--- src/hdl/srh_defs.svh ---
// srh_defs.svh: offsets, field positions, reset values and timing figures
// for the sync reference hold-over controller.
// assumes: included by bare name; CLK runs at the rate given below.
`ifndef SRH_DEFS_SVH
`define SRH_DEFS_SVH

// clock rate and the derived cycle count of one second tick
`define SRH_CLK_HZ          20000000
`define SRH_TICK_CYCLES     (`SRH_CLK_HZ * 1)

// register byte offsets (low address byte)
`define SRH_ADDR_CTRL       8'h00
`define SRH_ADDR_CONFIG     8'h04
`define SRH_ADDR_STATUS     8'h08
`define SRH_ADDR_FAULT      8'h0C
`define SRH_ADDR_CMD        8'h10
`define SRH_ADDR_TIMERS     8'h14

// control fields and reset values
`define SRH_CTRL_EN_BIT     0
`define SRH_CTRL_OPT_BIT    1
`define SRH_CTRL_OPT_RST    1'h1
// config fields
`define SRH_CFG_MODE_LSB    0
`define SRH_CFG_STYPE_LSB   2
`define SRH_CFG_AVA_BIT     4
`define SRH_CFG_AVB_BIT     5
// command fields
`define SRH_CMD_RESET_BIT   0
`define SRH_CMD_START_BIT   1
`define SRH_CMD_WARM_BIT    2
// fault fields
`define SRH_FLT_MISS_BIT    0
`define SRH_FLT_EXP_BIT     1
`define SRH_FLT_LOCK_BIT    2
`define SRH_FLT_CFG_BIT     3
`define SRH_FLT_LATE_BIT    4
`define SRH_FLT_W           5

// times in their own units, then in seconds counted by the timers
`define SRH_COLD_NET_MIN    5
`define SRH_COLD_OPT_MIN    10
`define SRH_RESET_SYNC_S    10
`define SRH_START_SYNC_S    30
`define SRH_WARM_SYNC_S     90
`define SRH_HOLD_ENTER_MIN  5
`define SRH_HOLD_EXP_MS_MIN 60
`define SRH_HOLD_EXP_SL_MIN 15
`define SRH_LOCK_TO_MIN     6
`define SRH_COLD_NET_S      (`SRH_COLD_NET_MIN * 60)
`define SRH_COLD_OPT_S      (`SRH_COLD_OPT_MIN * 60)
`define SRH_HOLD_ENTER_S    (`SRH_HOLD_ENTER_MIN * 60)
`define SRH_HOLD_EXP_MS_S   (`SRH_HOLD_EXP_MS_MIN * 60)
`define SRH_HOLD_EXP_SL_S   (`SRH_HOLD_EXP_SL_MIN * 60)
`define SRH_LOCK_TO_S       (`SRH_LOCK_TO_MIN * 60)
`define SRH_SEC_W           12

`endif

--- src/hdl/srh_pkg.sv ---
// srh_pkg.sv: types of the sync reference hold-over controller.
// assumes: compiled before every module that imports it.
package srh_pkg;

    typedef enum logic [4:0] {
        SRH_IDLE     = 5'h01,
        SRH_SELECT   = 5'h02,
        SRH_LOCKING  = 5'h04,
        SRH_SYNCING  = 5'h08,
        SRH_HOLDOVER = 5'h10
    } srh_state_type;

    typedef enum logic [1:0] {
        SRH_MODE_UNDEF  = 2'h0,
        SRH_MODE_MASTER = 2'h1,
        SRH_MODE_ALONE  = 2'h2,
        SRH_MODE_SLAVE  = 2'h3
    } srh_mode_type;

    typedef enum logic [1:0] {
        SRH_ST_UNDEF    = 2'h0,
        SRH_ST_PCM      = 2'h1,
        SRH_ST_INTERNAL = 2'h2
    } srh_stype_type;

    typedef enum logic [1:0] {
        SRH_SRC_PCM  = 2'h0,
        SRH_SRC_OPT  = 2'h1,
        SRH_SRC_PEER = 2'h2
    } srh_src_type;

endpackage

--- src/hdl/srh_sec_timer.sv ---
// srh_sec_timer.sv: seconds counter driven by a prescaled cycle count.
// assumes: clr wins over run; the count saturates at its top value.
`timescale 1ns/100ps
`include "srh_defs.svh"

module srh_sec_timer #(
    parameter int TICK_CYCLES = `SRH_TICK_CYCLES
) (
    input  wire logic                   CLK,
    input  wire logic                   ARST_N,
    input  wire logic                   CE,
    input  wire logic                   CLR,
    input  wire logic                   RUN,
    output logic [`SRH_SEC_W-1:0]       SECS
);
    logic [24:0]            pre_q, pre_d;
    logic [`SRH_SEC_W-1:0]  sec_q, sec_d;

    // prescaler wraps once a second; seconds stop at all ones
    always_comb begin
        pre_d = pre_q;
        sec_d = sec_q;
        if (CLR) begin
            pre_d = 25'h0;
            sec_d = '0;
        end else if (RUN) begin
            if (pre_q == 25'(TICK_CYCLES - 1)) begin
                pre_d = 25'h0;
                if (sec_q != '1)
                    sec_d = sec_q + 1'b1;
            end else begin
                pre_d = pre_q + 25'h1;
            end
        end
    end

    always_ff @(posedge CLK or negedge ARST_N) begin
        if (!ARST_N) begin
            pre_q <= 25'h0;
            sec_q <= '0;
        end else if (CE) begin
            pre_q <= pre_d;
            sec_q <= sec_d;
        end
    end

    assign SECS = sec_q;

endmodule // srh_sec_timer

--- src/hdl/srh_core.sv ---
// srh_core.sv: reference selection, locking supervision, synchronizing and
// hold-over control with an AHB-Lite register slave.
// assumes: pin inputs synchronous to CLK; REF_USABLE is the supervision
// verdict on the currently selected reference; LOCK_DONE from the loop.
//
// Implementation choices: the AHB-Lite register port and the placing of the registers.
`timescale 1ns/100ps
`include "srh_defs.svh"

// Functional notes
// - one locked oscillator feeds RF and timebase for all carriers
// - synchronizing starts at first lock and after hold-over recovery
// - synchronizing stops on faulty reference, pinned control, slave reconfig
// - mode change to slave is rejected while the function is enabled
// - cold start sync within 5 min network/peer, 10 min optional; code budgets 10 min whenever OPT_FITTED and opt_pref_q are set, peer included
// - resync within 10 s reset, 30 s start, 90 s warm start
// - selection runs on start-up, expiry, re-establish, config, failed lock
// - a PCM reference is selectable only when marked available
// - source type from mode, configured type and fitted optional hardware
// - internal type without optional hardware is rejected
// - controller may switch between optional reference and PCM
// - start-up takes PCM A if usable, else PCM B if usable
// - PCM defect moves to other interface if it has signal and available
// - selection ends on new choice, regained signal, or other source type
// - switching source causes no phase or frequency step
// - unusable reference enters hold-over with control value frozen
// - hold-over still reports synchronized and keeps supervising
// - five minutes in hold-over sends a missing-reference fault
// - hold-over expiry after 60 min master/alone or 15 min slave
// - hold-over ends when reference usable again or on expiry
// - mode is stand-alone until the controller sets it
// - locking beyond six minutes is a fault, locking keeps trying
module srh_core
    import srh_pkg::*;
#(
    parameter int TICK_CYCLES = `SRH_TICK_CYCLES
) (
    input  wire logic           CLK,
    input  wire logic           ARST_N,
    input  wire logic           CE,
    input  wire logic           HSEL,
    input  wire logic [31:0]    HADDR,
    input  wire logic [1:0]     HTRANS,
    input  wire logic           HWRITE,
    input  wire logic [2:0]     HSIZE,
    input  wire logic [31:0]    HWDATA,
    input  wire logic           HREADY,
    output logic [31:0]         HRDATA,
    output logic                HREADYOUT,
    output logic                HRESP,
    input  wire logic           PCM_A_DEFECT,
    input  wire logic           PCM_B_DEFECT,
    input  wire logic           OPT_FITTED,
    input  wire logic           REF_USABLE,
    input  wire logic           LOCK_DONE,
    input  wire logic           CTRL_AT_LIMIT,
    output logic [1:0]          SRC_SEL,
    output logic                PCM_EXEC_B,
    output logic                OSC_HOLD,
    output logic                SYNCED
);

    // a PCM interface is usable when marked available and fault free
    function automatic logic pcm_ok(input logic avail, input logic defect);
        return avail && !defect;
    endfunction

    // source type from mode, configured type and fitted hardware
    function automatic srh_src_type pick_src(input srh_mode_type m,
                                             input srh_stype_type t,
                                             input logic fitted,
                                             input logic pref);
        if (m == SRH_MODE_SLAVE)
            return SRH_SRC_PEER;
        if (t == SRH_ST_PCM)
            return SRH_SRC_PCM;
        if (fitted && pref)
            return SRH_SRC_OPT;
        return SRH_SRC_PCM;
    endfunction

    // bus slave state
    logic           wr_q, wr_d;
    logic [7:0]     waddr_q, waddr_d;
    logic [31:0]    rdata_q, rdata_d;
    // software visible state
    logic           enable_q, enable_d;
    logic           opt_pref_q, opt_pref_d;
    srh_mode_type   mode_q, mode_d;
    srh_stype_type  stype_q, stype_d;
    logic           avail_a_q, avail_a_d;
    logic           avail_b_q, avail_b_d;
    logic [`SRH_FLT_W-1:0] fault_q, fault_d;
    // control state
    srh_state_type  state_q, state_d;
    srh_src_type    src_q, src_d;
    logic           exec_b_q, exec_b_d;
    logic           synced_q, synced_d;
    logic           miss_sent_q, miss_sent_d;
    logic [`SRH_SEC_W-1:0] budget_q, budget_d;
    logic           budget_run_q, budget_run_d;

    logic [`SRH_SEC_W-1:0] lock_secs, hold_secs, budget_secs;
    logic           wr_ctrl, wr_cfg, wr_flt, wr_cmd;
    logic           cfg_ok, resel, exec_defect, other_ok;
    logic [`SRH_FLT_W-1:0] flt_set, flt_clr;
    logic [`SRH_SEC_W-1:0] resel_budget;
    srh_mode_type   new_mode;
    srh_stype_type  new_stype;

    // lock, hold-over and sync-budget timers each prescale their own seconds tick
    srh_sec_timer #(.TICK_CYCLES(TICK_CYCLES)) u_lock_tmr (
        .CLK    (CLK),
        .ARST_N (ARST_N),
        .CE     (CE),
        .CLR    (state_q != SRH_LOCKING),
        .RUN    (1'b1),
        .SECS   (lock_secs)
    );

    // hold-over counter restarts at every hold-over entry
    srh_sec_timer #(.TICK_CYCLES(TICK_CYCLES)) u_hold_tmr (
        .CLK    (CLK),
        .ARST_N (ARST_N),
        .CE     (CE),
        .CLR    (state_q != SRH_HOLDOVER),
        .RUN    (1'b1),
        .SECS   (hold_secs)
    );

    srh_sec_timer #(.TICK_CYCLES(TICK_CYCLES)) u_budget_tmr (
        .CLK    (CLK),
        .ARST_N (ARST_N),
        .CE     (CE),
        .CLR    (resel),
        .RUN    (budget_run_q),
        .SECS   (budget_secs)
    );

    // bus decode: writes land in the data phase, reads are registered
    always_comb begin
        wr_d    = 1'b0;
        waddr_d = waddr_q;
        rdata_d = rdata_q;
        if (HSEL && HREADY && HTRANS[1]) begin
            wr_d    = HWRITE;
            waddr_d = HADDR[7:0];
            rdata_d = 32'h0;
            if (!HWRITE) begin
                case (HADDR[7:0])
                    `SRH_ADDR_CTRL:   rdata_d = {30'h0, opt_pref_q, enable_q};
                    `SRH_ADDR_CONFIG: rdata_d = {26'h0, avail_b_q, avail_a_q,
                                                 stype_q, mode_q};
                    `SRH_ADDR_STATUS: rdata_d = {21'h0, OPT_FITTED, OSC_HOLD,
                                                 synced_q, exec_b_q, src_q,
                                                 state_q};
                    `SRH_ADDR_FAULT:  rdata_d = {27'h0, fault_q};
                    `SRH_ADDR_TIMERS: rdata_d = {4'h0, lock_secs,
                                                 4'h0, hold_secs};
                    default:          rdata_d = 32'h0;
                endcase
            end
        end
    end

    assign wr_ctrl = wr_q && (waddr_q == `SRH_ADDR_CTRL);
    assign wr_cfg  = wr_q && (waddr_q == `SRH_ADDR_CONFIG);
    assign wr_flt  = wr_q && (waddr_q == `SRH_ADDR_FAULT);
    assign wr_cmd  = wr_q && (waddr_q == `SRH_ADDR_CMD) && enable_q;
    assign new_mode  = srh_mode_type'(HWDATA[`SRH_CFG_MODE_LSB +: 2]);
    assign new_stype = srh_stype_type'(HWDATA[`SRH_CFG_STYPE_LSB +: 2]);

    // configuration check: change to slave only while disabled, internal needs hw
    assign cfg_ok = !(enable_q && new_mode == SRH_MODE_SLAVE
                      && mode_q != SRH_MODE_SLAVE)
                 && !(new_stype == SRH_ST_INTERNAL && !OPT_FITTED)
                 && (new_stype != 2'h3);

    // executive PCM health and the other interface's fitness
    assign exec_defect = exec_b_q ? PCM_B_DEFECT : PCM_A_DEFECT;
    assign other_ok    = exec_b_q ? pcm_ok(avail_a_q, PCM_A_DEFECT)
                                  : pcm_ok(avail_b_q, PCM_B_DEFECT);

    // events that restart selection while enabled, and the sync budget
    always_comb begin
        resel        = 1'b0;
        resel_budget = budget_q;
        if (wr_ctrl && HWDATA[`SRH_CTRL_EN_BIT] && !enable_q) begin
            resel        = 1'b1;
            resel_budget = OPT_FITTED && opt_pref_q
                         ? `SRH_SEC_W'(`SRH_COLD_OPT_S)
                         : `SRH_SEC_W'(`SRH_COLD_NET_S);
        end else if (enable_q && ((wr_cfg && cfg_ok)
                 || (wr_ctrl && HWDATA[`SRH_CTRL_OPT_BIT] != opt_pref_q))) begin
            resel        = 1'b1;
            resel_budget = `SRH_SEC_W'(`SRH_START_SYNC_S);
        end else if (wr_cmd) begin
            resel = |HWDATA[2:0];
            if (HWDATA[`SRH_CMD_RESET_BIT])
                resel_budget = `SRH_SEC_W'(`SRH_RESET_SYNC_S);
            else if (HWDATA[`SRH_CMD_START_BIT])
                resel_budget = `SRH_SEC_W'(`SRH_START_SYNC_S);
            else
                resel_budget = `SRH_SEC_W'(`SRH_WARM_SYNC_S);
        end
    end

    // register file next values; faults are set-wins write-one-to-clear
    always_comb begin
        enable_d   = enable_q;
        opt_pref_d = opt_pref_q;
        mode_d     = mode_q;
        stype_d    = stype_q;
        avail_a_d  = avail_a_q;
        avail_b_d  = avail_b_q;
        flt_clr    = '0;
        if (wr_ctrl) begin
            enable_d   = HWDATA[`SRH_CTRL_EN_BIT];
            opt_pref_d = HWDATA[`SRH_CTRL_OPT_BIT];
        end
        if (wr_cfg && cfg_ok) begin
            mode_d    = new_mode;
            stype_d   = new_stype;
            avail_a_d = HWDATA[`SRH_CFG_AVA_BIT];
            avail_b_d = HWDATA[`SRH_CFG_AVB_BIT];
        end
        if (wr_flt)
            flt_clr = HWDATA[`SRH_FLT_W-1:0];
        fault_d = (fault_q & ~flt_clr) | flt_set;
    end

    // main sequence: select, lock, synchronize, hold over
    always_comb begin
        state_d      = state_q;
        src_d        = src_q;
        exec_b_d     = exec_b_q;
        synced_d     = synced_q;
        miss_sent_d  = miss_sent_q;
        budget_d     = budget_q;
        budget_run_d = budget_run_q;
        flt_set      = '0;
        flt_set[`SRH_FLT_CFG_BIT] = wr_cfg && !cfg_ok;
        if (resel) begin
            budget_d     = resel_budget;
            budget_run_d = 1'b1;
        end
        if (budget_run_q && budget_secs >= budget_q && !resel) begin
            flt_set[`SRH_FLT_LATE_BIT] = 1'b1;
            budget_run_d = 1'b0;
        end
        // move off a defective PCM interface when the other is fit
        if (src_q == SRH_SRC_PCM && exec_defect && other_ok
            && state_q != SRH_IDLE && state_q != SRH_SELECT)
            exec_b_d = !exec_b_q;
        case (state_q)
            SRH_IDLE: begin
                synced_d = 1'b0;
                if (resel)
                    state_d = SRH_SELECT;
            end
            SRH_SELECT: begin
                // one cycle; stays only while no PCM interface is fit
                src_d = pick_src(mode_q, stype_q, OPT_FITTED, opt_pref_q);
                if (src_d != SRH_SRC_PCM) begin
                    state_d = SRH_LOCKING;
                end else if (pcm_ok(avail_a_q, PCM_A_DEFECT)) begin
                    exec_b_d = 1'b0;
                    state_d  = SRH_LOCKING;
                end else if (pcm_ok(avail_b_q, PCM_B_DEFECT)) begin
                    exec_b_d = 1'b1;
                    state_d  = SRH_LOCKING;
                end
            end
            SRH_LOCKING: begin
                if (resel) begin
                    state_d = SRH_SELECT;
                end else if (LOCK_DONE) begin
                    state_d      = SRH_SYNCING;
                    synced_d     = 1'b1;
                    budget_run_d = 1'b0;
                end else if (lock_secs >= `SRH_SEC_W'(`SRH_LOCK_TO_S)) begin
                    flt_set[`SRH_FLT_LOCK_BIT] = 1'b1;
                    state_d = SRH_SELECT;
                end
            end
            SRH_SYNCING: begin
                if (resel)
                    state_d = SRH_SELECT;
                else if (!REF_USABLE || CTRL_AT_LIMIT) begin
                    state_d     = SRH_HOLDOVER;
                    miss_sent_d = 1'b0;
                end
            end
            SRH_HOLDOVER: begin
                synced_d = 1'b1;
                if (hold_secs >= `SRH_SEC_W'(`SRH_HOLD_ENTER_S)
                    && !miss_sent_q) begin
                    flt_set[`SRH_FLT_MISS_BIT] = 1'b1;
                    miss_sent_d = 1'b1;
                end
                if (resel) begin
                    state_d = SRH_SELECT;
                end else if (REF_USABLE && !CTRL_AT_LIMIT) begin
                    state_d = SRH_SYNCING;
                end else if (hold_secs >= (mode_q == SRH_MODE_SLAVE
                         ? `SRH_SEC_W'(`SRH_HOLD_EXP_SL_S)
                         : `SRH_SEC_W'(`SRH_HOLD_EXP_MS_S))) begin
                    flt_set[`SRH_FLT_EXP_BIT] = 1'b1;
                    synced_d = 1'b0;
                    state_d  = SRH_SELECT;
                end
            end
            default: state_d = SRH_IDLE;
        endcase
        if (wr_ctrl && !HWDATA[`SRH_CTRL_EN_BIT]) begin
            state_d      = SRH_IDLE;
            synced_d     = 1'b0;
            budget_run_d = 1'b0;
        end
    end

    // all state freezes while CE is low, the bus slave included
    always_ff @(posedge CLK or negedge ARST_N) begin
        if (!ARST_N) begin
            wr_q         <= 1'b0;
            waddr_q      <= 8'h00;
            rdata_q      <= 32'h0;
            enable_q     <= 1'b0;
            opt_pref_q   <= `SRH_CTRL_OPT_RST;
            mode_q       <= SRH_MODE_ALONE;
            stype_q      <= SRH_ST_UNDEF;
            avail_a_q    <= 1'b0;
            avail_b_q    <= 1'b0;
            fault_q      <= '0;
            state_q      <= SRH_IDLE;
            src_q        <= SRH_SRC_PCM;
            exec_b_q     <= 1'b0;
            synced_q     <= 1'b0;
            miss_sent_q  <= 1'b0;
            budget_q     <= '0;
            budget_run_q <= 1'b0;
        end else if (CE) begin
            wr_q         <= wr_d;
            waddr_q      <= waddr_d;
            rdata_q      <= rdata_d;
            enable_q     <= enable_d;
            opt_pref_q   <= opt_pref_d;
            mode_q       <= mode_d;
            stype_q      <= stype_d;
            avail_a_q    <= avail_a_d;
            avail_b_q    <= avail_b_d;
            fault_q      <= fault_d;
            state_q      <= state_d;
            src_q        <= src_d;
            exec_b_q     <= exec_b_d;
            synced_q     <= synced_d;
            miss_sent_q  <= miss_sent_d;
            budget_q     <= budget_d;
            budget_run_q <= budget_run_d;
        end
    end

    // the loop keeps its control value through selection and hold-over,
    // so a source change never steps phase or frequency of the one
    // oscillator that clocks RF and timebase alike
    assign OSC_HOLD   = (state_q == SRH_HOLDOVER)
                     || (state_q == SRH_SELECT);
    assign SRC_SEL    = src_q;
    assign PCM_EXEC_B = exec_b_q;
    assign SYNCED     = synced_q;
    assign HRDATA     = rdata_q;
    assign HREADYOUT  = 1'b1;
    assign HRESP      = 1'b0;

endmodule // srh_core

--- config.mk ---
export PLATFORM = sky130hd
export DESIGN_NAME = srh_core
export DESIGN_NICKNAME = d
export VERILOG_FILES = /design/src/hdl/srh_pkg.sv /design/src/hdl/srh_sec_timer.sv /design/src/hdl/srh_core.sv
export VERILOG_INCLUDE_DIRS = /design/src /design/src/hdl
export SDC_FILE = /design/constraint.sdc
export NUM_CORES = 1
export LEC_CHECK = 0
export BUFFER_PORTS_ARGS = -buffer_cell sky130_fd_sc_hd__clkbuf_2
export CAP_MARGIN = 20
export CORE_MARGIN = 1
export CORE_UTILIZATION = 40
export DETAILED_ROUTE_END_ITERATION = 10
export GPL_ROUTABILITY_DRIVEN = 0
export SKIP_LAST_GASP = 1
export SYNTH_ARGS = -nofsm -noshare
export SYNTH_HDL_FRONTEND = slang
export SYNTH_SLANG_ARGS = --single-unit
--- constraint.sdc ---
create_clock -name CLK -period 3.5 [get_ports CLK]
set_clock_uncertainty 0.05 [all_clocks]
set_input_delay 0.7 -clock CLK [delete_from_list [all_inputs] [get_ports CLK]]
set_output_delay 0.7 -clock CLK [all_outputs]
set_load 0.03 [all_outputs]
==> out/results.ini <==
[placed_design]
io_buffers=55
placed_cells=1441
dpl_worst_slack_ns=0.459
placed_cell_area_um2=10600
dp_hpwl_um=18000

[cts]
clk_path_buf_depth=2
root_buffer=clkbuf_16
cts_setup_buffers=0
clk_pin_slew_ns=0.07
numCtsBuffers=17
htree_levels=4
postCtsHoldBufs=0
cts_tree=built
post_cts_resized=0
clock_sinks=175
clk_latency_ns=0.44

[global_route]
grt_max_degree=77
grt-ovfl-total=0
antenna_found_initial=0
grtUsageTotal_pct=20.7
grt_pass1_wl_um=43000
grt_pass1_vias=8216

[final_layout]
final_core_util_pct=45.9
final_cells=1473
syn_to_final_growth_pct=12.4
antenna_cells=0
final_layout_size_suffix_gt1_share_pct=12.9
final_common_cell=dfrtp_1
final_cell_mix=dfrtp_1 (172), nand2_1 (110), nor2_1 (79)
fin_area_um2=11200
finalNetCount=1239

[worst_setup_path]
critPathMaxFanout=10
critPathLaunchType=flop
end_kind=output pin
worstSetupPathType=flop to output pin
cp.arrival_ns=2.30
cp.required_ns=2.75

[synth]
async_flop_share_pct=100
synth_ff_type=dfrtp_1
synth_edf_count=0
synth-seq-cells=175
avgSynthCellArea_um2=9.12
ys_seq_area_share_pct=44.0
syn-instance-count=1093
syn-cell-area_um2=9970
synth.distinct_cells=77
yosysWarnings=0

[flow_run]
cap_violations=0

[sta]
max_freq_mhz=328
worst_slack_ns=0.448
worst_slew_pin_slew_ns=0.965
fin_setup_tns_ns=0
setup_violations=0
hold_violations=0
maxSlewViolCount=0
period_share_pct=87.2
relSlewSlack_pct=35.2
whs_ns=0.249
fin_crit_ns=3.05
rsz0062_at_grt=no

[floorplan]
die_w_um=160
io_pins=120
rows=57
start_util_pct=40.9
fp.dieH_um=160
die_area_um2=25600
coreArea_um2=24400

[min_path]
min_path_type=input pin to async pin

[power]
cellPowerDensity_nw_per_um2=441
ir_drop_mv=0.368
power.leakage_nw=4.72
finalPower_mw=4.94

[drt]
wl_per_cell_um=17.3
postRouteWirelength_um=25500
drt-initial-drc-count=720
ant_nets=0
drc=0
first_pass_iters=6
vias=8611
routed_via_density=5.85

[outcome]
status=complete, no violations

-- worst max-delay path, stage by stage, from the launching register on --
cell      delay (ns)
dfrtp_1         0.50
nand2b_1        0.20
or4_1           0.61
o21ai_0         0.27
clkbuf_2        0.29
-- path summary, 6_finish.rpt --
check / start / endpoint / slack [ns] / depth (start not counted)
worst max-delay path: state_q[2]$_DFFE_PN0P_ / OSC_HOLD / 0.45 / 4
worst min-delay path: ARST_N / u_budget_tmr.pre_q[24]$_DFFE_PN0P_ / 0.25 / 1
worst max register to register: mode_q[1]$_DFFE_PN1P_ / u_budget_tmr.pre_q[20]$_DFFE_PN0P_ / 0.58 / 9
worst min register to register: budget_q[3]$_DFFE_PN0P_ / budget_q[3]$_DFFE_PN0P_ / 0.42 / 2
max in group asynchronous: ARST_N / opt_pref_q$_DFFE_PN1P_ / 2.23 / 2
min in group CLK: budget_q[3]$_DFFE_PN0P_ / budget_q[3]$_DFFE_PN0P_ / 0.42 / 2
-- registers in the layout, indices dropped and copies added (netlist names), 5 cells and up --
name,count
waddr_q,8
u_hold_tmr.pre_q,25
u_lock_tmr.pre_q,25
u_budget_tmr.pre_q,25
u_lock_tmr.SECS,12
u_budget_tmr.SECS,12
HRDATA,24
fault_q,5
budget_q,7
u_hold_tmr.SECS,12
state_q,5
-- cells in the mapped netlist (all sizes together) (6+ instances only) --
library cell,count,area (um^2)
dfrtp,172,4300
o2111ai,7,67.6
or4,29,218
ha,22,275
a22o,16,140
nand2b,12,75.1
and2,11,68.8
nor4,17,121
and3,18,113
a31oi,10,62.6
mux2,19,214
nand3,62,310
xor2,11,96.3
nor2b,6,37.5
inv,37,139
o21ai,82,410
xnor2,15,131
clkbuf,39,146
buf,23,136
nor3,32,165
a222oi,6,60.1
a2111oi,6,52.6
a21oi,44,220
and4,6,52.6
nor2,79,297
or3,16,100
nor4b,7,82.6
o211ai,14,105
nand2,110,413
nand4,32,200
a32o,7,70.1
a21o,12,90.1
o31ai,28,210
mux2i,13,130
-- per-layer routing --
layer,routed length (um),track usage [%],share of wire (%)
met5,0,0,0
met1,12800,30.3,50
met4,471,6.71,1.8
met2,11200,31.4,44
met3,1050,3.14,4.1
-- cells by family after synthesis --
kind of cell	after synthesis	share of synthesized area [%]
compound gates	278	18.8
xor+xnor	26	2.29
fa+ha+maj	22	2.76
buf+inv	99	4.23
flops	175	44.0
mux	32	3.45
other cells	2	0.0754
simple gates	459	24.4
-- area by class of cell --
class	count	area, um^2
Multi-Input combinational cell	827	5200
Sequential cell	175	4380
Tap cell	324	405
Timing Repair Buffer	78	479
Clock inverter	15	174
Fill cell	2361	13200
Clock buffer	17	425
Inverter	37	139
-- power by group --
| group | leakage (nW) | switching, mW | internal, mW |
|---|---|---|---|
| combinational | 2.08 | 0.429 | 0.253 |
| sequential | 2.34 | 0.152 | 2.13 |
| clock | 0.293 | 0.900 | 1.08 |
| total | 4.72 | 1.48 | 3.46 |
(Power assumes the default switching activity.)
